==> config.mk <==
export PLATFORM = sky130hd
export DESIGN_NAME = ppsel_top
export DESIGN_NICKNAME = d
export VERILOG_FILES = /design/src/rtl/ppsel_pkg.sv /design/src/rtl/ppsel_prio_reg.sv /design/src/rtl/ppsel_top.sv
export SDC_FILE = /design/constraint.sdc
export NUM_CORES = 1
export LEC_CHECK = 0
export ABC_AREA = 1
export BUFFER_PORTS_ARGS = -buffer_cell sky130_fd_sc_hd__clkbuf_2
export CAP_MARGIN = 10
export CORE_UTILIZATION = 40
export CTS_BUF_LIST = sky130_fd_sc_hd__clkbuf_16
export DETAILED_ROUTE_END_ITERATION = 8
export GPL_TIMING_DRIVEN = 0
export PLACE_DENSITY = 0.68
export SKIP_CTS_REPAIR_TIMING = 1
export SYNTH_ARGS = -nofsm -noshare
export SYNTH_HDL_FRONTEND = slang
export SYNTH_SLANG_ARGS = --single-unit
==> constraint.sdc <==
create_clock -name clk_in -period 1.45 [get_ports clk_in]
set_input_delay 0.0725 -clock clk_in [delete_from_list [all_inputs] [get_ports clk_in]]
set_output_delay 0.0725 -clock clk_in [all_outputs]
set_load 0.01 [all_outputs]
==> src/rtl/ppsel_pkg.sv <==
/*
 * Package for the peripheral interrupt priority selector: register offsets,
 * field positions, reset values and the carrier structs.
 * Assumes a plain strobe register port with 8-bit data.
 */
package ppsel_pkg;

    ////////////////////////////////////////////////////////////////////////////
    // Register map (byte offsets on the plain port)
    localparam logic [3:0] ADDR_PRIO_ONE  = 4'h0;
    localparam logic [3:0] ADDR_PRIO_TWO  = 4'h1;
    localparam logic [3:0] ADDR_PRIO_CTRL = 4'h2;
    localparam logic [3:0] ADDR_STATUS    = 4'h3;

    ////////////////////////////////////////////////////////////////////////////
    // Field positions, first priority register
    localparam int BIT_PARALLEL_SLAVE = 7;
    localparam int BIT_CONVERTER_DONE = 6;
    localparam int BIT_SERIAL_RECEIVE = 5;
    localparam int BIT_SERIAL_TRANSMIT = 4;
    localparam int BIT_SYNC_SERIAL    = 3;
    localparam int BIT_CAPTURE_ONE    = 2;
    localparam int BIT_TIMER_TWO      = 1;
    localparam int BIT_TIMER_ONE      = 0;
    // Field positions, second priority register
    localparam int BIT_OSC_FAIL       = 7;
    localparam int BIT_COMPARATOR     = 6;
    localparam int BIT_BUS_COLLISION  = 3;
    localparam int BIT_VOLTAGE_DETECT = 2;
    localparam int BIT_TIMER_THREE    = 1;
    localparam int BIT_CAPTURE_TWO    = 0;
    // Field position of the enable in the control register
    localparam int BIT_LEVELS_ENABLE  = 7;

    ////////////////////////////////////////////////////////////////////////////
    // Implemented-bit masks and reset values
    localparam logic [7:0] MASK_PRIO_ONE_FULL  = 8'hFF;
    localparam logic [7:0] MASK_PRIO_ONE_SMALL = 8'h7F;
    localparam logic [7:0] MASK_PRIO_TWO       = 8'hCF;
    localparam logic [7:0] RESET_PRIO          = 8'hFF;
    localparam logic       RESET_LEVELS_ENABLE = 1'b0;

    ////////////////////////////////////////////////////////////////////////////
    // Carrier types
    typedef struct packed {
        logic [3:0] addr;
        logic [7:0] wdata;
        logic       wr;
        logic       rd;
    } ppsel_req_s;

    typedef struct packed {
        logic [7:0] high_one;
        logic [7:0] high_two;
    } ppsel_route_s;

endpackage

==> src/rtl/ppsel_prio_reg.sv <==
/*
 * One 8-bit priority register: write with implemented-bit mask,
 * unimplemented positions held at zero.
 * Assumes the write strobe is a one-cycle pulse on clk_in.
 */
`timescale 1ns/10ps
module ppsel_prio_reg #(
    parameter logic [7:0] IMPL_MASK = 8'hFF,
    parameter logic [7:0] RST_VALUE = 8'hFF
) (
    // Clock and reset
    input  wire logic       clk_in,
    input  wire logic       rst_in,
    // Write side
    input  wire logic       wr_in,
    input  wire logic [7:0] wdata_in,
    // Stored value
    output logic      [7:0] value_out
);

    ////////////////////////////////////////////////////////////////////////////
    // Storage; masked bits can never become one
    always_ff @(posedge clk_in) begin
        if (rst_in) begin
            value_out <= RST_VALUE & IMPL_MASK;
        end else if (wr_in) begin
            value_out <= wdata_in & IMPL_MASK;
        end
    end

endmodule

==> src/rtl/ppsel_top.sv <==
/*
 * Peripheral interrupt priority selector. Holds two per-source priority
 * registers and the priority-levels enable, and routes each peripheral
 * request to the high or low interrupt level of the core.
 * Assumes requests are already flagged and enabled upstream, on clk_in.
 */
// The placing of the registers and the plain strobed port are this design's own decisions.
// Behaviour
// - Priority bits ignored unless levels enable set; while it is clear every source is unranked.
// - Per-source priority bits are split over two priority registers.
// - Priority bit one routes source high, zero routes it low.
// - First register bits 7..0: parallel, converter, rx, tx, sync, cap1, tmr2, tmr1.
// - Second register: osc fail 7, comparator 6, collision 3, voltage 2, tmr3 1, cap2 0.
// - Unimplemented bits read zero: second register 5-4, parallel bit on small package.
// - Levels enable lives in the reset-cause register; clear means single-level mode.
`timescale 1ns/10ps
module ppsel_top #(
    parameter bit SMALL_PACKAGE = 1'b0
) (
    // Clock and reset
    input  wire logic       clk_in,
    input  wire logic       rst_in,
    // Register port
    input  wire logic [3:0] addr_in,
    input  wire logic [7:0] wdata_in,
    input  wire logic       wr_in,
    input  wire logic       rd_in,
    output logic      [7:0] rdata_out,
    // Peripheral requests, first and second register order
    input  wire logic [7:0] req_one_in,
    input  wire logic [7:0] req_two_in,
    // Level requests to the core
    output logic            high_irq_out,
    output logic            low_irq_out,
    output logic            levels_enable_out
);

    localparam logic [7:0] ONE_MASK = SMALL_PACKAGE ? ppsel_pkg::MASK_PRIO_ONE_SMALL
                                                    : ppsel_pkg::MASK_PRIO_ONE_FULL;

    ppsel_pkg::ppsel_req_s   req;
    ppsel_pkg::ppsel_route_s route;
    logic                    levels_enable;
    logic                    wr_one;
    logic                    wr_two;
    logic                    wr_ctrl;
    logic [7:0]              next_rdata;
    logic [7:0]              next_high;
    logic [7:0]              next_low;
    // Per-source priority bits by name
    logic                    parallel_slave_prio;
    logic                    converter_done_prio;
    logic                    serial_receive_prio;
    logic                    serial_transmit_prio;
    logic                    sync_serial_prio;
    logic                    capture_unit_one_prio;
    logic                    timer_two_match_prio;
    logic                    timer_one_overflow_prio;
    logic                    oscillator_fail_prio;
    logic                    comparator_prio;
    logic                    bus_collision_prio;
    logic                    voltage_detect_prio;
    logic                    timer_three_overflow_prio;
    logic                    capture_unit_two_prio;
    // Priority bits regathered in register order, empty slots cleared
    logic [7:0]              prio_one;
    logic [7:0]              prio_two;
    // Per-slot level requests
    logic [7:0]              high_one_src;
    logic [7:0]              low_one_src;
    logic [7:0]              high_two_src;
    logic [7:0]              low_two_src;

    assign req = '{addr: addr_in, wdata: wdata_in, wr: wr_in, rd: rd_in};

    ////////////////////////////////////////////////////////////////////////////
    // Write decode
    function automatic logic hit(input logic [3:0] a, input logic [3:0] b);
        hit = (a == b);
    endfunction

    always_comb begin
        wr_one  = 1'b0;
        wr_two  = 1'b0;
        wr_ctrl = 1'b0;
        if (req.wr && hit(req.addr, ppsel_pkg::ADDR_PRIO_ONE)) begin
            wr_one = 1'b1;
        end else if (req.wr && hit(req.addr, ppsel_pkg::ADDR_PRIO_TWO)) begin
            wr_two = 1'b1;
        end else if (req.wr && hit(req.addr, ppsel_pkg::ADDR_PRIO_CTRL)) begin
            wr_ctrl = 1'b1;
        end
    end

    ////////////////////////////////////////////////////////////////////////////
    // The two priority registers
    ppsel_prio_reg #(
        .IMPL_MASK (ONE_MASK),
        .RST_VALUE (ppsel_pkg::RESET_PRIO)
    ) u_prio_one (
        .clk_in    (clk_in),
        .rst_in    (rst_in),
        .wr_in     (wr_one),
        .wdata_in  (req.wdata),
        .value_out (route.high_one)
    );

    ppsel_prio_reg #(
        .IMPL_MASK (ppsel_pkg::MASK_PRIO_TWO),
        .RST_VALUE (ppsel_pkg::RESET_PRIO)
    ) u_prio_two (
        .clk_in    (clk_in),
        .rst_in    (rst_in),
        .wr_in     (wr_two),
        .wdata_in  (req.wdata),
        .value_out (route.high_two)
    );

    ////////////////////////////////////////////////////////////////////////////
    // Priority-levels enable, the reset-cause register's top bit
    always_ff @(posedge clk_in) begin
        if (rst_in) begin
            levels_enable <= ppsel_pkg::RESET_LEVELS_ENABLE;
        end else if (wr_ctrl) begin
            levels_enable <= req.wdata[ppsel_pkg::BIT_LEVELS_ENABLE];
        end
    end

    ////////////////////////////////////////////////////////////////////////////
    // Read mux; data stand the cycle after the read strobe only
    always_comb begin
        next_rdata = 8'h00;
        if (req.rd && hit(req.addr, ppsel_pkg::ADDR_PRIO_ONE)) begin
            next_rdata = route.high_one & ONE_MASK;
        end else if (req.rd && hit(req.addr, ppsel_pkg::ADDR_PRIO_TWO)) begin
            next_rdata = route.high_two & ppsel_pkg::MASK_PRIO_TWO;
        end else if (req.rd && hit(req.addr, ppsel_pkg::ADDR_PRIO_CTRL)) begin
            next_rdata[ppsel_pkg::BIT_LEVELS_ENABLE] = levels_enable;
        end else if (req.rd && hit(req.addr, ppsel_pkg::ADDR_STATUS)) begin
            next_rdata = {6'h00, low_irq_out, high_irq_out};
        end
    end

    always_ff @(posedge clk_in) begin
        if (rst_in) begin
            rdata_out <= 8'h00;
        end else begin
            rdata_out <= next_rdata;
        end
    end

    ////////////////////////////////////////////////////////////////////////////
    // Per-source priority bits, first register, bit 7 down to bit 0
    assign parallel_slave_prio       = route.high_one[ppsel_pkg::BIT_PARALLEL_SLAVE];
    assign converter_done_prio       = route.high_one[ppsel_pkg::BIT_CONVERTER_DONE];
    assign serial_receive_prio       = route.high_one[ppsel_pkg::BIT_SERIAL_RECEIVE];
    assign serial_transmit_prio      = route.high_one[ppsel_pkg::BIT_SERIAL_TRANSMIT];
    assign sync_serial_prio          = route.high_one[ppsel_pkg::BIT_SYNC_SERIAL];
    assign capture_unit_one_prio     = route.high_one[ppsel_pkg::BIT_CAPTURE_ONE];
    assign timer_two_match_prio      = route.high_one[ppsel_pkg::BIT_TIMER_TWO];
    assign timer_one_overflow_prio   = route.high_one[ppsel_pkg::BIT_TIMER_ONE];

    // Per-source priority bits, second register; slots 5 and 4 have no source
    assign oscillator_fail_prio      = route.high_two[ppsel_pkg::BIT_OSC_FAIL];
    assign comparator_prio           = route.high_two[ppsel_pkg::BIT_COMPARATOR];
    assign bus_collision_prio        = route.high_two[ppsel_pkg::BIT_BUS_COLLISION];
    assign voltage_detect_prio       = route.high_two[ppsel_pkg::BIT_VOLTAGE_DETECT];
    assign timer_three_overflow_prio = route.high_two[ppsel_pkg::BIT_TIMER_THREE];
    assign capture_unit_two_prio     = route.high_two[ppsel_pkg::BIT_CAPTURE_TWO];

    // Regather the named bits in register order; empty slots stay zero, and the impl
    // gate in level_of keeps a stray request pin on a missing source from either level
    always_comb begin
        prio_one = 8'h00;
        prio_two = 8'h00;
        prio_one[ppsel_pkg::BIT_PARALLEL_SLAVE]  = parallel_slave_prio;
        prio_one[ppsel_pkg::BIT_CONVERTER_DONE]  = converter_done_prio;
        prio_one[ppsel_pkg::BIT_SERIAL_RECEIVE]  = serial_receive_prio;
        prio_one[ppsel_pkg::BIT_SERIAL_TRANSMIT] = serial_transmit_prio;
        prio_one[ppsel_pkg::BIT_SYNC_SERIAL]     = sync_serial_prio;
        prio_one[ppsel_pkg::BIT_CAPTURE_ONE]     = capture_unit_one_prio;
        prio_one[ppsel_pkg::BIT_TIMER_TWO]       = timer_two_match_prio;
        prio_one[ppsel_pkg::BIT_TIMER_ONE]       = timer_one_overflow_prio;
        prio_two[ppsel_pkg::BIT_OSC_FAIL]        = oscillator_fail_prio;
        prio_two[ppsel_pkg::BIT_COMPARATOR]      = comparator_prio;
        prio_two[ppsel_pkg::BIT_BUS_COLLISION]   = bus_collision_prio;
        prio_two[ppsel_pkg::BIT_VOLTAGE_DETECT]  = voltage_detect_prio;
        prio_two[ppsel_pkg::BIT_TIMER_THREE]     = timer_three_overflow_prio;
        prio_two[ppsel_pkg::BIT_CAPTURE_TWO]     = capture_unit_two_prio;
        prio_one = prio_one & ONE_MASK;
        prio_two = prio_two & ppsel_pkg::MASK_PRIO_TWO;
    end

    ////////////////////////////////////////////////////////////////////////////
    // Level routing of pending requests

    // Route one slot, result {low, high}. Without ranking every source lands
    // on the high level, which the core then treats as its only level.
    function automatic logic [1:0] level_of(input logic pending,
                                            input logic prio,
                                            input logic impl,
                                            input logic ranked);
        level_of = 2'b00;
        if (pending && impl) begin
            if (!ranked || prio) begin
                level_of = 2'b01;
            end else begin
                level_of = 2'b10;
            end
        end
    endfunction

    // One routing cell per register slot
    for (genvar g = 0; g < 8; g++) begin : g_slot
        assign {low_one_src[g], high_one_src[g]} =
            level_of(req_one_in[g], prio_one[g], ONE_MASK[g], levels_enable);
        assign {low_two_src[g], high_two_src[g]} =
            level_of(req_two_in[g], prio_two[g],
                     ppsel_pkg::MASK_PRIO_TWO[g], levels_enable);
    end

    // A level is requested when any slot asks for it
    always_comb begin
        next_high = high_one_src | high_two_src;
        next_low  = low_one_src | low_two_src;
    end

    always_ff @(posedge clk_in) begin
        if (rst_in) begin
            high_irq_out      <= 1'b0;
            low_irq_out       <= 1'b0;
            levels_enable_out <= ppsel_pkg::RESET_LEVELS_ENABLE;
        end else begin
            high_irq_out      <= |next_high;
            low_irq_out       <= |next_low;
            levels_enable_out <= levels_enable;
        end
    end

endmodule

==> reports/metrics.cfg <==
[floorplanning]
ios=43
rows=20
core_area_um2=3103
die_h_um=59.61
die_w_um=59.61
dieArea_um2=3553
start_util_pct=42.78

[power]
irDropWorstVdd_uv=721.7
power.clock.fraction_pct=40.4
leakage_nw=0.9198
p_per_area_nw_per_um2=903.0
combPwrFrac_pct=10.6
p_seq_share_pct=48.9
p_int_mw=1.163
p_switching_mw=0.3372
p_total_mw=1.500
swShare_pct=22.47

[logic_synthesis]
yosys.area.top_type_share_pct=39.21
post_synth_num_cell_types=24
synth_edf_count=0
ys_ff_latch=26
synth_area_per_cell_um2=6.950
synthCells=191
ys_async_sr_fraction_pct=0
syn_nets=223
synth_warnings=0
yosysSeqAreaShare_pct=39.21
ys.flop_type=dfxtp_1
synth_common_cells=nand2_1, dfxtp_1, inv_1
synth_area_leader_cell=dfxtp_1
yosys.cell_count.top_type=nand2_1
synth_area_um2=1328
yosys-top-cells-area=dfxtp_1, nand2_1, nand3_1, inv_1, nor2_1

[clocking]
numCtsBuffers=3
h-tree-depth=1
cts_tree=built
clk_path_buf_depth=2
clk_latency_ps=260
root_buffer=clkbuf_16
clk_pin_slew_worst_paths_ps=60
cts_sinks=26

[global_route]
grt_pass1_wl_um=5395
grt_use_total_pct=20.58
grt_pass1_vias=1212
antenna_found_initial=0
gr-total-overflow=0
grt_max_degree=15

[cells_and_area]
nNetsFinal=268
final_area_um2=1662
drive_above_1_share_pct=25.53
n_antenna_cell=0
fillCellCount=335
stdcell_count=279
final_core_util_pct=53.55
area_growth_pct=25.16

[worst_setup_path]
slowest_stage=dfxtp_1
endpoint_kind=register
path_buf_inv=2
cp-start-kind=register
crit_family=simple AND/OR/NAND/NOR gates
critical_path.most_common_cell=nand2_1
path_cells=buf_6 > buf_8 > nand2_1 > nand2_1 > nand2_1 > nor2_1 > nand2_1 > nor2_1 > nor2_1
worstPathMaxFanout=10
worstPathRequired_ps=1600
crit_type=register to register
max_stage_delay_ps=330
cp.arrival_ps=1360

[routing]
drc=0
drt_iter0_markers=78
wl_met2_um=1450
top_layer_used=met4
via_count=1312
viasPerCell=4.703
wirelength_um=3144
ant_nets=0
wl_met3_um=211
wl_per_cell_um=11.27
wl_met1_um=1466
drt_pass1_iterations=4

[timing]
max_freq_ghz=0.8260
finalCritPeriodShare_pct=83.49
maxSlewHeadroom_pct=84.56
finalHoldViolCount=0
drv_slew=0
hold_ws_ps=28.05
finalSetupTns_ps=0
fin_crit_ps=1211
layout_setup_ws_ps=239.4
skew_ps=1.249
rsz0062_at_grt=no
worst_pin_slew_ps=231.1
setup_viol=0

[worst_hold_path]
hold_path.class=input port to register

[placement]
portBuffers=40
place_ws_ps=250.8
gp_congestion=0.7883
placedCellCount=275
hpwlAfterDp_um=2383
post_dp_cell_area_um2=1583

[job]
drv_cap=0

[outcome]
status=finished clean

-- layer usage --
layer / up-vias / global-route usage (%)
met5: - / 0
met4: 0 / 4.319
met3: 2 / 5.022
met2: 40 / 33.55
met1: 565 / 27.63
li1: 705 / -
-- sequential cells by signal (all words and copies together) (netlist names) --
signal / flops
rdata_out: 8
u_prio_one.value_out: 8
u_prio_two.value_out: 6
high_irq_out: 1
levels_enable: 1
levels_enable_out: 1
low_irq_out: 1
-- final cells by class --
| type | instances | area (um^2) | area share (%) |
|---|---|---|---|
| tap | 44 | 55.05 | 3.313 |
| clock inverter | 1 | 3.754 | 0.2259 |
| inverter | 23 | 88.84 | 5.346 |
| buffer | 7 | 72.57 | 4.367 |
| clock buffer | 3 | 75.07 | 4.518 |
| timing repair buffer | 40 | 200.2 | 12.05 |
| sequential | 26 | 520.5 | 31.33 |
| multi-input combinational | 135 | 645.6 | 38.86 |
-- placed cells by master (no fill, tap or decap), drive strengths merged --
cell    instances
clkbuf         44
inv            23
nand3          18
nor2           23
nand4           5
clkinv          1
o21ai          16
o211ai          5
nand2          56
nor3            1
buf             6
dfxtp          26
a21oi          11
-- path summary, 6_finish.rpt --
check	from	to	slack, ps	cells after the start
setup / recovery	levels_enable$_SDFFE_PP0P_	high_irq_out$_SDFF_PP0_	240	9
hold / removal	wdata_in[5]	u_prio_one.value_out[5]$_SDFFE_PP1P_	30	3
setup reg to reg	levels_enable$_SDFFE_PP0P_	high_irq_out$_SDFF_PP0_	240	9
hold reg to reg	u_prio_one.value_out[4]$_SDFFE_PP1P_	rdata_out[4]$_SDFF_PP0_	480	2
-- power by group through the flow --
| stage | clock (mW) | sequential, mW | combinational [mW] |
|---|---|---|---|
| final | 0.607 | 0.734 | 0.159 |
| after global routing | 0.663 | 0.736 | 0.179 |
| after CTS | 0.622 | 0.734 | 0.159 |
| after detailed placement | 0 | 0.751 | 0.158 |
| after global placement | 0 | 0.750 | 0.158 |
| after floorplan | 0 | 0.753 | 0.0772 |
-- tightest hold or removal path, stage by stage --
cell and delay [ps]:
clkbuf_2 80, a21oi_1 50, o21ai_0 50
-- cell families (layout without fill, tap and decap cells) --
family	after synthesis	after routing	synth area share, %
AO/OA/AOI/OAI	32	32	13.29
buffers and inverters	30	74	12.16
AND/OR/NAND/NOR	103	103	35.34
flip-flops	26	26	39.21
Power figures use the tool's default switching activity.
